## src/aitp_consts.svh

```systemverilog
/*
 Constants for the ASCII input template parser: register offsets, field
 positions, reset values and timing counts. Included by bare name.
*/
`ifndef AITP_CONSTS_SVH
`define AITP_CONSTS_SVH

`define AITP_CLK_HZ 20000000
`define AITP_GAP_MS 1000
`define AITP_GAP_CYC ((`AITP_CLK_HZ / 1000) * `AITP_GAP_MS)

`define AITP_REG_CTRL 4'h0
`define AITP_REG_TMPL 4'h1
`define AITP_REG_STAT 4'h2
`define AITP_REG_RDAT 4'h3

`define AITP_CTRL_EN_BIT 0
`define AITP_CTRL_TEN_BIT 1
`define AITP_CTRL_DST_LSB 2
`define AITP_CTRL_TERM_LSB 8

`define AITP_CTRL_RST 16'h0000
`define AITP_TMPL_RST 24'h000000

`endif

```

## src/aitp_pkg.sv

```systemverilog
/*
 Types for the ASCII input template parser.
 Assumes the constants header is compiled alongside.
*/
package aitp_pkg;
    typedef enum logic [1:0] {
        AITP_DST_KEYPAD = 2'h0,
        AITP_DST_TARE = 2'h1,
        AITP_DST_TARE_ID = 2'h2,
        AITP_DST_TARGET_ID = 2'h3
    } aitp_dst_t;

    typedef enum logic [2:0] {
        AITP_ST_IDLE = 3'b001,
        AITP_ST_RECV = 3'b010,
        AITP_ST_OUT = 3'b100
    } aitp_state_t;
endpackage

```

## src/aitp_fifo_if.sv

```systemverilog
/*
 Valid/ready byte channel between the parser and its input FIFO.
 Assumes one clock domain.
*/
`timescale 1ns/100ps
`default_nettype none
interface aitp_fifo_if #(parameter int W = 8);
    logic valid;
    logic ready;
    logic [W-1:0] data;
    modport src (output valid, output data, input ready);
    modport snk (input valid, input data, output ready);
endinterface
`default_nettype wire

```

## src/aitp_fifo.sv

```systemverilog
/*
 Small FIFO with valid/ready on both sides, storage in flip-flops.
 Assumes one clock and an asynchronous active-low reset.
*/
`timescale 1ns/100ps
`default_nettype none
module aitp_fifo #(
    parameter int WIDTH = 8,
    parameter int DEPTH = 4
) (
    input wire logic clk_i,
    input wire logic resetn_i,
    input wire logic in_valid_i,
    output logic in_ready_o,
    input wire logic [WIDTH-1:0] in_data_i,
    aitp_fifo_if.src out
);
    localparam int AW = $clog2(DEPTH);
    typedef struct packed {
        logic [DEPTH-1:0][WIDTH-1:0] mem;
        logic [AW-1:0] wr;
        logic [AW-1:0] rd;
        logic [AW:0] cnt;
    } aitp_fifo_st_t;
    aitp_fifo_st_t s_q, s_d;
    logic push, pop;

    assign in_ready_o = (s_q.cnt != (AW+1)'(DEPTH));
    assign out.valid = (s_q.cnt != '0);
    assign out.data = s_q.mem[s_q.rd];
    assign push = in_valid_i && in_ready_o;
    assign pop = out.valid && out.ready;

    always_comb begin
        s_d = s_q;
        if (push) begin
            s_d.mem[s_q.wr] = in_data_i;
            s_d.wr = (s_q.wr == AW'(DEPTH-1)) ? '0 : s_q.wr + 1'b1;
        end
        if (pop) begin
            s_d.rd = (s_q.rd == AW'(DEPTH-1)) ? '0 : s_q.rd + 1'b1;
        end
        s_d.cnt = s_q.cnt + (AW+1)'(push) - (AW+1)'(pop);
    end

    always_ff @(posedge clk_i or negedge resetn_i) begin
        if (!resetn_i) begin
            s_q <= '0;
        end else begin
            s_q <= s_d;
        end
    end
endmodule
`default_nettype wire

```

## src/aitp_parser.sv

```systemverilog
/*
 ASCII input template parser. Takes characters from a serial receiver,
 strips a leading count and, on a terminator, a trailing count, keeps up to a data length, and ends
 a string on a control character or after a one-second gap.
 Assumes the receiver delivers whole characters as one-cycle strobes
 synchronous to clk_i, and a plain register port from software.
*/
// The plain strobed port and the register addresses were decided locally.
// Overview of operation
// Skip the configured preamble count of characters at each string start.
// Keep up to data length characters after the preamble as payload.
// Remove postamble count of characters just before the terminator.
// End the string on the configured control character, or on no character if none.
// With no terminator configured, only the gap timeout ends a string.
// More than one second without a character terminates the string.
// On termination deliver the collected payload to the selected target.
// Tare or target identifier targets start a table lookup with the key.
// Sender keeps identical leading and trailing framing for every string.
// Fixed-length inputs should leave the trailing strip count at zero.
// Drop characters beyond the limit; pulse valid with payload length.
`timescale 1ns/100ps
`default_nettype none
`include "aitp_consts.svh"
module aitp_parser
    import aitp_pkg::*;
#(
    parameter int MAX_LEN = 16,
    parameter int FIFO_DEPTH = 4,
    parameter int GAP_CYCLES = `AITP_GAP_CYC
) (
    input wire logic clk_i,
    input wire logic resetn_i,
    input wire logic rx_valid_i,
    input wire logic [7:0] rx_data_i,
    output logic rx_ready_o,
    input wire logic [3:0] addr_i,
    input wire logic [31:0] wdata_i,
    input wire logic wr_i,
    input wire logic rd_i,
    output logic [31:0] rdata_o,
    output logic out_valid_o,
    output logic [8*MAX_LEN-1:0] out_data_o,
    output logic [7:0] out_len_o,
    output logic [1:0] out_dst_o,
    output logic lookup_tare_o,
    output logic lookup_target_o
);
    localparam int GW = $clog2(GAP_CYCLES + 1);

    typedef struct packed {
        aitp_state_t st;
        logic [15:0] ctrl;
        logic [23:0] tmpl;
        logic [7:0] pre_cnt;
        logic [7:0] len;
        logic [GW-1:0] gap;
        logic [MAX_LEN-1:0][7:0] buf_b;
        logic [31:0] rdata;
        logic out_valid;
        logic [8*MAX_LEN-1:0] out_data;
        logic [7:0] out_len;
        logic [1:0] out_dst;
        logic lk_tare;
        logic lk_target;
        logic [7:0] ovr;
        logic [15:0] strings;
    } aitp_st_t;

    aitp_st_t s_q, s_d;
    aitp_fifo_if #(.W(8)) ch ();
    logic in_ready;

    aitp_fifo #(.WIDTH(8), .DEPTH(FIFO_DEPTH)) u_fifo (
        .clk_i(clk_i),
        .resetn_i(resetn_i),
        .in_valid_i(rx_valid_i),
        .in_ready_o(in_ready),
        .in_data_i(rx_data_i),
        .out(ch)
    );

    // Only control characters may serve as terminator.
    function automatic logic is_ctl(input logic [7:0] c);
        return (c < 8'h20) || (c == 8'h7F);
    endfunction

    function automatic logic [7:0] lim(input logic [7:0] v);
        return (v > 8'(MAX_LEN)) ? 8'(MAX_LEN) : v;
    endfunction

    // Terminator seen in IDLE or RECV is latched so the tail strip uses it in OUT.
    logic term_seen_q;
    logic [7:0] pre_len, data_len, post_len, term_chr, kept_len;
    logic en, term_en, is_term;
    logic [1:0] dst;
    assign pre_len = s_q.tmpl[7:0];
    assign data_len = lim(s_q.tmpl[15:8]);
    assign post_len = s_q.tmpl[23:16];
    assign en = s_q.ctrl[`AITP_CTRL_EN_BIT];
    assign term_en = s_q.ctrl[`AITP_CTRL_TEN_BIT];
    assign dst = s_q.ctrl[`AITP_CTRL_DST_LSB +: 2];
    assign term_chr = s_q.ctrl[`AITP_CTRL_TERM_LSB +: 8];
    assign is_term = term_en && is_ctl(term_chr) && ch.data == term_chr;
    // Postamble applies only when the string ended on a terminator.
    // In OUT the FIFO head is already the next string, so the latched
    // terminator flag decides, not the character now at the head.
    assign kept_len = (term_seen_q && s_q.len > post_len) ?
        s_q.len - post_len : (term_seen_q ? 8'h00 : s_q.len);
    // Characters stay queued while the parser is idle and disabled, or delivering; RECV takes them even when disabled.
    assign ch.ready = (s_q.st == AITP_ST_RECV) ||
        (s_q.st == AITP_ST_IDLE && en);

    always_comb begin
        s_d = s_q;
        s_d.out_valid = 1'b0;
        s_d.lk_tare = 1'b0;
        s_d.lk_target = 1'b0;
        s_d.rdata = 32'h00000000;
        if (wr_i) begin
            unique case (addr_i)
                `AITP_REG_CTRL: s_d.ctrl = wdata_i[15:0];
                `AITP_REG_TMPL: s_d.tmpl = wdata_i[23:0];
                default: ;
            endcase
        end
        if (rd_i) begin
            unique case (addr_i)
                `AITP_REG_CTRL: s_d.rdata = {16'h0000, s_q.ctrl};
                `AITP_REG_TMPL: s_d.rdata = {8'h00, s_q.tmpl};
                `AITP_REG_STAT: s_d.rdata = {s_q.strings, s_q.ovr,
                    5'h00, s_q.st};
                `AITP_REG_RDAT: s_d.rdata = {24'h000000, s_q.out_len};
                default: s_d.rdata = 32'h00000000;
            endcase
        end
        unique case (s_q.st)
            AITP_ST_IDLE: begin
                s_d.pre_cnt = 8'h00;
                s_d.len = 8'h00;
                s_d.gap = '0;
                if (en && ch.valid) begin
                    s_d.st = AITP_ST_RECV;
                    if (is_term) begin
                        s_d.st = AITP_ST_OUT;
                    end else if (pre_len != 8'h00) begin
                        s_d.pre_cnt = 8'h01;
                    end else begin
                        s_d.buf_b[0] = ch.data;
                        s_d.len = 8'h01;
                    end
                end
            end
            AITP_ST_RECV: begin
                if (ch.valid) begin
                    s_d.gap = '0;
                    if (is_term) begin
                        s_d.st = AITP_ST_OUT;
                    end else if (s_q.pre_cnt < pre_len) begin
                        s_d.pre_cnt = s_q.pre_cnt + 8'h01;
                    end else if (s_q.len < data_len) begin
                        s_d.buf_b[s_q.len[$clog2(MAX_LEN)-1:0]] = ch.data;
                        s_d.len = s_q.len + 8'h01;
                    end else if (s_q.ovr != 8'hFF) begin
                        s_d.ovr = s_q.ovr + 8'h01;
                    end
                end else if (s_q.gap == GW'(GAP_CYCLES)) begin
                    s_d.st = AITP_ST_OUT;
                end else begin
                    s_d.gap = s_q.gap + 1'b1;
                end
            end
            AITP_ST_OUT: begin
                s_d.st = AITP_ST_IDLE;
                s_d.out_valid = 1'b1;
                s_d.out_len = kept_len;
                s_d.out_data = '0;
                for (int i = 0; i < MAX_LEN; i++) begin
                    if (8'(i) < kept_len) begin
                        s_d.out_data[8*i +: 8] = s_q.buf_b[i];
                    end
                end
                s_d.out_dst = dst;
                s_d.lk_tare = (dst == AITP_DST_TARE_ID);
                s_d.lk_target = (dst == AITP_DST_TARGET_ID);
                s_d.strings = s_q.strings + 16'h0001;
            end
            default: s_d.st = AITP_ST_IDLE;
        endcase
    end

    always_ff @(posedge clk_i or negedge resetn_i) begin
        if (!resetn_i) begin
            s_q <= '0;
            s_q.st <= AITP_ST_IDLE;
            s_q.ctrl <= `AITP_CTRL_RST;
            s_q.tmpl <= `AITP_TMPL_RST;
            term_seen_q <= 1'b0;
            rx_ready_o <= 1'b0;
        end else begin
            s_q <= s_d;
            rx_ready_o <= in_ready;
            if (s_q.st != AITP_ST_OUT) begin
                term_seen_q <= ch.valid && is_term;
            end
        end
    end

    assign rdata_o = s_q.rdata;
    assign out_valid_o = s_q.out_valid;
    assign out_data_o = s_q.out_data;
    assign out_len_o = s_q.out_len;
    assign out_dst_o = s_q.out_dst;
    assign lookup_tare_o = s_q.lk_tare;
    assign lookup_target_o = s_q.lk_target;
endmodule
`default_nettype wire

```

## config.mk

```make
export PLATFORM = sky130hd
export DESIGN_NAME = aitp_parser
export DESIGN_NICKNAME = d
export VERILOG_FILES = /design/src/aitp_pkg.sv /design/src/aitp_fifo_if.sv /design/src/aitp_fifo.sv /design/src/aitp_parser.sv
export VERILOG_INCLUDE_DIRS = /design/src /design/src/src
export SDC_FILE = /design/constraint.sdc
export NUM_CORES = 1
export LEC_CHECK = 0
export BUFFER_PORTS_ARGS = -buffer_cell sky130_fd_sc_hd__buf_2
export CORE_UTILIZATION = 59
export CTS_CLUSTER_SIZE = 8
export DETAILED_ROUTE_END_ITERATION = 7
export PLACE_DENSITY_LB_ADDON = 0.1
export SETUP_SLACK_MARGIN = 0.1
export SLEW_MARGIN = 20
export SYNTH_ARGS = -nofsm -noshare
export SYNTH_HDL_FRONTEND = slang
export SYNTH_SLANG_ARGS = --single-unit
```

## constraint.sdc

```tcl
create_clock -name clk_i -period 3.65 [get_ports clk_i]
set_clock_uncertainty 0.05 [all_clocks]
set_input_delay 0.365 -clock clk_i [delete_from_list [all_inputs] [get_ports clk_i]]
set_output_delay 0.365 -clock clk_i [all_outputs]
set_load 0.005 [all_outputs]
```

==> qor.yml, run 1 <==
global_route:
  grt_pass1_wl_um: 80470
  antenna_found_initial: 5
  grt_pass1_vias: 14790
  grt_start_max_net_pins: 117
  globalRouteTotalUtil_pct: 28.33
  grt-ovfl-total: 0
layout:
  fill_cells: 2671
  area.growth.synth_to_final_pct: 12.43
  fin_util_pct: 68.01
  drive_above_1_share_pct: 28.99
  final_nets: 2102
detailed_routing:
  vias_per_cell: 5.789
  avgRoutedWirePerCell_um: 20.11
  wirelength_um: 49960
  ant_nets: 0
  vias: 14380
  dr.pass1.iters: 5
  drc: 0
  drtIter0Drc: 887
flow_run:
  maxCapViolCount: 0
status:
  status: "complete, no violations"
yosys:
  yosys.area.top_type: "dfrtp_1"
  synth.top_cell.area_share_pct: 53.25
  yosys-top-cells-count: "449 x dfrtp_1, 289 x nand2_1, 187 x mux2_2"
  netlist_area_mm2: 0.02110
  synth.most_common_cell: "dfrtp_1"
  ys_seq_elements: 450
  syn-mean-instance-area_um2: 11.05
  yosysUniqueCellTypes: 77
  ys_warn_count: 0
  synthFlopType: "dfrtp_1"
  synthArstFlopShare_pct: 100.0
  synth_area_leaders: "dfrtp_1 53%, mux2_2 10%, buf_4 6.0%"
  synth-edff-count: 0
  syn-instance-count: 1909
  yosysSeqAreaShare_pct: 53.37
setup_path:
  worst_setup_path_end_kind: "register"
  worstPathBufferInverterCount: 3
  cpMaxStageDelayCell: "and3_1"
  worstPathArrival_ns: 3.71
  path_class: "register to register"
  crit_family: "simple AND/OR/NAND/NOR gates"
  required_ns: 4.05
  start_kind: "register"
  cpPeakStageDelay_ns: 0.49
  worstPathCellList: "nor4_1 > buf_4 > nand2_1 > ha_1 > inv_1 > a31oi_1 > o2111ai_1 > a31o_2 > nor4b_4 > buf_12 > and3_1 > mux2_2"
  worstPathMaxFanout: 27
sta:
  fin_setup_tns_ns: 0
  fmax_mhz: 302.4
  worstMarginPinSlew_ns: 0.9242
  relSlewSlack_pct: 38.39
  finalCriticalPeriod_ns: 3.307
  maxSlewViolCount: 0
  rsz0062_at_grt: "false"
  period_share_pct: 90.61
  setup_viol: 0
  hold_violations: 0
cts:
  cts_sinks: 450
  max-clock-path-buffers: 3
  clk_pin_slew_ns: 0.05
  cts_max_level: 3
  cts_buffers: 66
  insertion_delay_ns: 0.58
  cts_tree: "built"
  root_buffer: "clkbuf_16"
floorplan:
  initial_core_util_pct: 60.49
  chipWidth_um: 191.1
  die_y_um: 191.1
  die-area_mm2: 0.03652
  boundaryPins: 223
  std_cell_rows: 68
  core_mm2: 0.03488
pwr:
  leakagePower_nw: 11.49
  vdd_drop_max_mv: 0.4445
  power_per_cell_area_mw_per_mm2: 614.4
worst_hold_path:
  hold_class: "input pin to register"
place:
  io_buffers: 214
  post-dp-hpwl_um: 32590
  gp_congestion: 0.8654
registers in the layout (all words and copies together), names as in the netlist, 2 cells and up:
name	cells
dst	2
out_data_o	128
post_len	8
pre_len	8
out_len_o	8
rdata_o	32
s_q	217
out_dst_o	2
u_fifo.s_q	39
per-stage QoR:
step                hold WS [ns]  setup WS, ns  area (um^2)  total power [mW]  std cells
detailed placement        0.3157        0.1928        21640             9.108       2378
global placement          0.3178        0.2449        21640             9.007       2378
global route            0.009499        0.1534        23710             15.23       2480
finish                   0.01564        0.3428        23720             14.58       2484
floorplan                0.01941        0.4389        21110             7.804       1911
CTS                    0.0002081        0.1587        23700             14.67       2480
where the power goes:
| group | switching [mW] | internal, mW | total (mW) |
|---|---|---|---|
| sequential | 0.464 | 5.48 | 5.94 |
| combinational | 1.97 | 1.18 | 3.15 |
| clock | 2.14 | 3.34 | 5.48 |
| total | 4.58 | 10.0 | 14.6 |
routing by layer:
metal | vias up | wire length (um) | GRT usage [%]
li1 | 6627 | - | -
met1 | 7299 | 22530 | 39.54
met2 | 384 | 23630 | 44.84
met3 | 68 | 2749 | 5.636
met4 | 2 | 1032 | 8.608
met5 | - | 13 | 0
cell usage in the layout, fill, tap and decap left out, types with 22 or more instances in the layout:
master,instances
dfrtp_1,448
o21ai_0,68
mux2_2,187
a21oi_1,136
a22oi_1,29
ha_1,38
nor2_1,64
mux2i_1,25
dlygate4sd3_1,22
nand3_1,37
nor3_1,22
buf_4,43
clkbuf_16,66
xnor2_1,28
and3_1,35
inv_1,48
nand2_1,288
buf_2,213
logic make-up (layout without fill, tap and decap cells):
| kind of cell | Yosys count | after routing | share of synthesized area (%) |
|---|---|---|---|
| AOI/OAI and AO/OA | 317 | 317 | 9.114 |
| xor gates and xnor gates | 44 | 44 | 1.826 |
| adders and majority gates | 40 | 40 | 2.443 |
| buffers and inverters | 302 | 416 | 8.610 |
| DFF | 450 | 450 | 53.37 |
| muxes | 237 | 237 | 13.28 |
| other | 1 | 7 | 0.01777 |
| and+or+nand+nor | 518 | 518 | 11.33 |
final timing paths:
kind                       cells after the start     endpoint        from  slack (ns)
max in group asynchronous                      3     s_q[406]    resetn_i        2.39
setup / recovery                              12     s_q[223]    s_q[381]        0.34
setup reg to reg                              12     s_q[223]    s_q[381]        0.34
min in group asynchronous                      2  rdata_o[11]    resetn_i        0.30
hold reg to reg                                1      s_q[15]     s_q[15]        0.42
hold / removal                                 2     s_q[394]  wdata_i[4]        0.02
timing repair:
action                                  CTS  global route
endpoints found under the hold margin    91             0
buffers inserted                          0             0
resized for setup                         0             3
endpoints found under the setup margin    0           161
hold buffers                             22             0
cell type report:
class	instances	area [um^2]	share of cell area, %
antenna	4	10.01	0.04219
multi-input combinational	1159	8075	34.04
tap	455	569.3	2.400
clock inverter	8	150.1	0.6329
timing repair buffer	287	1784	7.521
clock buffer	72	1684	7.099
sequential	450	11260	47.48
inverter	49	186.4	0.7859
(Power assumes the default switching activity.)
==> run 2: changes to the inputs <==
Settings changed: HOLD_SLACK_MARGIN set to 0.03, SLEW_MARGIN 20 to unset.
==> run 2 against run 1 <==
Setup slack gained 0.018 ns. Cell count grew 0.28%. Largest cell class unchanged. Combinational power is essentially flat. Hold slack gained 0.060 ns. Via count grew 0.10%. Fmax grew 0.55%. Largest power group unchanged. Sequential cell count is the same. Power is essentially flat. Wire length is essentially flat. Critical path depth is the same. Clock power is essentially flat.
==> qor.yml, run 2 (synthesis results as in run 1) <==
status:
  status: "complete, no violations"  # unchanged
floorplan:
  initial_core_util_pct: 60.49  # unchanged
  boundaryPins: 223  # unchanged
  chipWidth_um: 191.1  # unchanged
  die-area_mm2: 0.03652  # unchanged
  core_mm2: 0.03488  # unchanged
  die_y_um: 191.1  # unchanged
  std_cell_rows: 68  # unchanged
layout:
  fin_util_pct: 68.29  # was 68.01%
  area.growth.synth_to_final_pct: 12.90  # was 12.43%
  final_nets: 2113  # was 2102
  regMostFlops: "s_q"  # unchanged
  final_common_cell: "dfrtp_1"  # unchanged
  largest_reg_flops: 217  # unchanged
  final_area_mm2: 0.02382  # was 0.02372 mm^2
  antennaDiodeCount: 0  # was 4
  final_cell_mix: "448 x dfrtp_1, 288 x nand2_1, 213 x buf_2"  # unchanged
  drive_above_1_share_pct: 28.83  # was 28.99%
  final_cells: 2491  # was 2484
  fill_cells: 2658  # was 2671
setup_path:
  start_kind: "register"  # unchanged
  crit_family: "simple AND/OR/NAND/NOR gates"  # unchanged
  worstPathArrival_ns: 3.69  # was 3.71 ns
  cpMaxStageDelayCell: "and3_1"  # unchanged
  worstPathCellList: "nor4_1 > buf_4 > nand2_1 > ha_1 > inv_1 > a31oi_1 > o2111ai_1 > a31o_2 > nor4b_4 > buf_12 > and3_1 > mux2_2"  # unchanged
  worstPathBufferInverterCount: 3  # unchanged
  required_ns: 4.05  # about the same
  worst_setup_path_end_kind: "register"  # unchanged
  worstPathMaxFanout: 27  # unchanged
  path_class: "register to register"  # unchanged
  cpPeakStageDelay_ns: 0.48  # was 0.49 ns
detailed_routing:
  wirelength_um: 49930  # was 49960 um
  drc: 0  # unchanged
  dr.pass1.iters: 7  # was 5
  vias: 14400  # was 14380
  avgRoutedWirePerCell_um: 20.04  # was 20.11 um
  drtIter0Drc: 889  # was 887
  vias_per_cell: 5.779  # was 5.789
  ant_nets: 0  # unchanged
place:
  place_inst: 2378  # unchanged
  place_ws_ns: 0.1928  # unchanged
  io_buffers: 214  # unchanged
  post-dp-hpwl_um: 32590  # unchanged
  dpl_cell_area_mm2: 0.02164  # unchanged
  gp_congestion: 0.8654  # unchanged
sta:
  relSlewSlack_pct: 38.44  # was 38.39%
  setup_viol: 0  # unchanged
  worstMarginPinSlew_ns: 0.9211  # was 0.9242 ns
  fmax_mhz: 304.0  # was 302.4 MHz
  period_share_pct: 90.11  # was 90.61%
  hold_violations: 0  # unchanged
  maxSlewViolCount: 0  # unchanged
  finalCriticalPeriod_ns: 3.289  # was 3.307 ns
  worst_slack_ns: 0.3609  # was 0.3428 ns
  fin_setup_tns_ns: 0  # unchanged
  rsz0062_at_grt: "false"  # unchanged
  holdWs_ns: 0.07592  # was 0.01564 ns
flow_run:
  maxCapViolCount: 0  # unchanged
global_route:
  grt_pass1_vias: 14880  # was 14790
  antenna_found_initial: 0  # was 5
  grt_pass1_wl_um: 80650  # was 80470 um
  globalRouteTotalUtil_pct: 28.36  # was 28.33%
  grt_start_max_net_pins: 117  # unchanged
  grt-ovfl-total: 0  # unchanged
cts:
  cts_sinks: 450  # unchanged
  insertion_delay_ns: 0.58  # about the same
  root_buffer: "clkbuf_16"  # unchanged
  cts_tree: "built"  # unchanged
  cts_max_level: 3  # unchanged
  cts_buffers: 66  # unchanged
  max-clock-path-buffers: 3  # unchanged
  clk_pin_slew_ns: 0.05  # about the same
pwr:
  pwr-share-clk_pct: 37.6  # about the same
  power_mw: 14.59  # was 14.58 mW
  vdd_drop_max_mv: 0.4440  # was 0.4445 mV
  intPower_mw: 10.01  # was 9.997 mW
  leakagePower_nw: 11.54  # was 11.49 nW
  combPwrFrac_pct: 21.6  # about the same
  p_sw_share_pct: 31.42  # was 31.41%
  power_per_cell_area_mw_per_mm2: 612.4  # was 614.4 mW/mm^2
  seqPwrFrac_pct: 40.8  # about the same
  power_switching_mw: 4.583  # was 4.579 mW
worst_hold_path:
  hold_class: "input pin to register"  # unchanged
==> run 2: cell types whose count changed in the layout (fill, tap and decap cells not counted), sizes merged <==
cell	before	now
dlygate4sd3	22	33
diode	4	0
==> run 2: final timing paths <==
check	start	to	slack (ns)	cells past startpoint
setup / recovery	s_q[381]	s_q[223]	0.36	12
hold / removal	rd_i	rdata_o[31]	0.08	2
setup reg to reg	s_q[381]	s_q[223]	0.36	12
hold reg to reg	s_q[15]	s_q[15]	0.42	1
max in group asynchronous	resetn_i	s_q[406]	2.38	3
min in group asynchronous	resetn_i	rdata_o[11]	0.30	2
==> run 2: layout make-up <==
| class | count | area, um^2 | share of cell area [%] |
|---|---|---|---|
| inverters | 49 | 186.4 | 0.7826 |
| multi-input cells | 1159 | 8075 | 33.90 |
| flip-flops and latches | 450 | 11260 | 47.28 |
| clock buffers | 72 | 1684 | 7.069 |
| repair buffers | 298 | 1894 | 7.952 |
| clock inverters | 8 | 150.1 | 0.6303 |
| well taps | 455 | 569.3 | 2.390 |
==> run 2: power groups by stage <==
stage	Combinational (mW)	Sequential (mW)	Clock, mW
5_1_grt	3.42	6.00	5.81
3_3_place_gp	3.03	5.98	0
3_5_place_dp	3.10	6.00	0
6_report	3.16	5.95	5.49
2_1_floorplan	2.01	5.80	0
4_1_cts	3.16	5.93	5.59
==> run 2: per-layer routing <==
metal,GRT usage (%),wire length [um],vias to the layer above
met1,39.70,22560,7313
met4,8.516,980,0
li1,-,-,6657
met3,5.214,2643,65
met2,45.12,23750,360
met5,0,0,-
==> run 2: what timing repair did <==
| item | CTS | global route |
|---|---|---|
| gates resized for setup | 0 | 4 |
| hold buffers | 33 | 0 |
| endpoints found under the hold margin | 129 | 0 |
| setup endpoints to repair | 0 | 169 |
| buffers inserted | 0 | 0 |
==> run 3: changes to the inputs <==
Settings changed: CORE_MARGIN set to 4, GPL_ROUTABILITY_DRIVEN set to 1, PLACE_DENSITY_LB_ADDON 0.1 to 0.15.
==> run 3 against run 2 <==
Critical path type unchanged. Combinational power about the same. Design area is 0.40% lower. Register-to-register slack got worse by 0.06 ns. Via count rose by 1.4%. Cell count fell by 0.28%. Highest routed layer is now met5. Largest cell class unchanged. Fmax down 1.9%. Die area rose by 6.4%.
==> qor.yml, run 3 (synthesis results as in run 1) <==
status:
  status: "complete, no violations"  # unchanged
setup_path:
  rrSetupSlack_ns: 0.30  # was 0.36 ns
  path_class: "register to register"  # unchanged
  start_kind: "register"  # unchanged
  r2r-end: "out_data_o[44]"  # was s_q[223]
  r2r-start: "s_q[350]"  # was s_q[381]
  required_ns: 4.03  # was 4.05 ns
  worst_setup_path_end_kind: "register"  # unchanged
  r2r_cells: 11  # was 12
  worstPathArrival_ns: 3.74  # was 3.69 ns
  worstPathMaxFanout: 13  # was 27
place:
  gp_congestion: 0.8676  # was 0.8654
  io_buffers: 214  # unchanged
  post-dp-hpwl_um: 34120  # was 32590 um
worst_hold_path:
  worstHoldEndpoint: "u_fifo.s_q[29]"  # was rdata_o[31]
  whs_path_depth: 2  # unchanged
  hold_class: "input pin to register"  # unchanged
  min_from: "rx_data_i[6]"  # was rd_i
floorplan:
  std_cell_rows: 68  # unchanged
  chipWidth_um: 197.1  # was 191.1 um
  boundaryPins: 223  # unchanged
  die-area_mm2: 0.03885  # was 0.03652 mm^2
  core_mm2: 0.03488  # unchanged
  initial_core_util_pct: 60.49  # unchanged
  die_y_um: 197.1  # was 191.1 um
detailed_routing:
  drc: 0  # unchanged
  vias_per_cell: 5.875  # was 5.779
  avgRoutedWirePerCell_um: 20.66  # was 20.04 um
  drtIter0Drc: 1030  # was 889
  wirelength_um: 51310  # was 49930 um
  dr.pass1.iters: 6  # was 7
  vias: 14590  # was 14400
  ant_nets: 0  # unchanged
cts:
  cts_sinks: 450  # unchanged
  cts_buffers: 66  # unchanged
  root_buffer: "clkbuf_16"  # unchanged
  cts_setup_buffers: 0  # unchanged
  cts_tree: "built"  # unchanged
  insertion_delay_ns: 0.56  # was 0.58 ns
  cts_max_level: 3  # unchanged
  clk_pin_slew_ns: 0.05  # about the same
  max-clock-path-buffers: 3  # unchanged
sta:
  finalCriticalPeriod_ns: 3.353  # was 3.289 ns
  maxSlewViolCount: 0  # unchanged
  fin_setup_tns_ns: 0  # unchanged
  holdWs_ns: 0.04964  # was 0.07592 ns
  setup_viol: 0  # unchanged
  worstMarginPinSlew_ns: 1.189  # was 0.9211 ns
  relSlewSlack_pct: 20.56  # was 38.44%
  fmax_mhz: 298.2  # was 304.0 MHz
  period_share_pct: 91.87  # was 90.11%
  hold_violations: 0  # unchanged
  rsz0062_at_grt: "false"  # unchanged
flow_run:
  maxCapViolCount: 0  # unchanged
global_route:
  grt_pass1_wl_um: 82430  # was 80650 um
  grt-ovfl-total: 0  # unchanged
  grt_pass1_vias: 15140  # was 14880
  globalRouteTotalUtil_pct: 26.56  # was 28.36%
  grt_start_max_net_pins: 106  # was 117
  antenna_found_initial: 4  # was 0
layout:
  final_nets: 2109  # was 2113
  largest_reg_flops: 217  # unchanged
  antennaDiodeCount: 0  # unchanged
  area.growth.synth_to_final_pct: 12.45  # was 12.90%
  final_cell_mix: "448 x dfrtp_1, 288 x nand2_1, 213 x buf_2"  # unchanged
  regMostFlops: "s_q"  # unchanged
  drive_above_1_share_pct: 28.93  # was 28.83%
  final_common_cell: "dfrtp_1"  # unchanged
pwr:
  power_per_cell_area_mw_per_mm2: 609.8  # was 612.4 mW/mm^2
  leakagePower_nw: 11.51  # was 11.54 nW
  vdd_drop_max_mv: 0.3497  # was 0.4440 mV
## run 3: per-stage QoR
step / setup slack (ns) / cells / instance area (um^2) / util [%] / total power [mW]
2_1_floorplan: 0.4389 / 1911 / 21110 / - / 7.804
3_3_place_gp: 0.2417 / 2381 / 21680 / 62.14 / 9.006
3_5_place_dp: 0.1929 / 2381 / 21680 / 62.14 / 9.108
4_1_cts: 0.1681 / 2484 / 23720 / 68.00 / 14.55
5_1_grt: 0.1626 / 2484 / 23730 / 68.02 / 15.14
6_report: 0.2969 / 2484 / 23730 / 68.02 / 14.47
## run 3: area by class of cell
cell class,count,area (um^2)
clock inverter,6,71.32
inverter,49,186.4
multi-input combinational,1159,8064
tap,455,569.3
timing repair buffer,294,1859
clock buffer,71,1713
fill,2627,11160
sequential,450,11260
## run 3: critical path, stage by stage (launching register included)
cell,delay [ns]
dfrtp_1,0.41
inv_1,0.09
ha_1,0.23
fa_1,0.40
nand2b_1,0.20
a21o_1,0.21
a311oi_1,0.41
o2111a_1,0.26
o21ai_2,0.18
a211oi_1,0.45
buf_4,0.26
a21oi_1,0.06
## run 3: worst max-delay path by stage
stage,end,cells past startpoint,slack [ns],start
floorplan,out_data_o[48],11,0.44,s_q[350]
global placement,out_data_o[45],11,0.24,s_q[350]
detailed placement,out_data_o[42],11,0.19,s_q[350]
CTS,out_data_o[44],11,0.17,s_q[350]
global route,s_q[235],12,0.16,s_q[381]
finish,out_data_o[44],11,0.30,s_q[350]
## run 3: power by group
group / leakage, nW / switching (mW) / internal (mW)
registers: 6.11 / 0.465 / 5.48
clock network: 0.876 / 2.08 / 3.30
logic: 4.52 / 1.95 / 1.19
total: 11.5 / 4.50 / 9.96
## run 3: timing repair
item,CTS,global route
endpoints found under the setup margin,0,57
hold buffers,26,0
hold endpoints to repair,132,0
resized for setup,0,2
## run 3: routing by layer
metal | GRT usage [%] | routed length (um) | vias to the layer above
met3 | 5.611 | 3033 | 122
met5 | 0 | 53 | -
li1 | - | - | 6664
met4 | 10.14 | 1801 | 8
met2 | 42.18 | 24330 | 414
met1 | 36.43 | 22100 | 7386
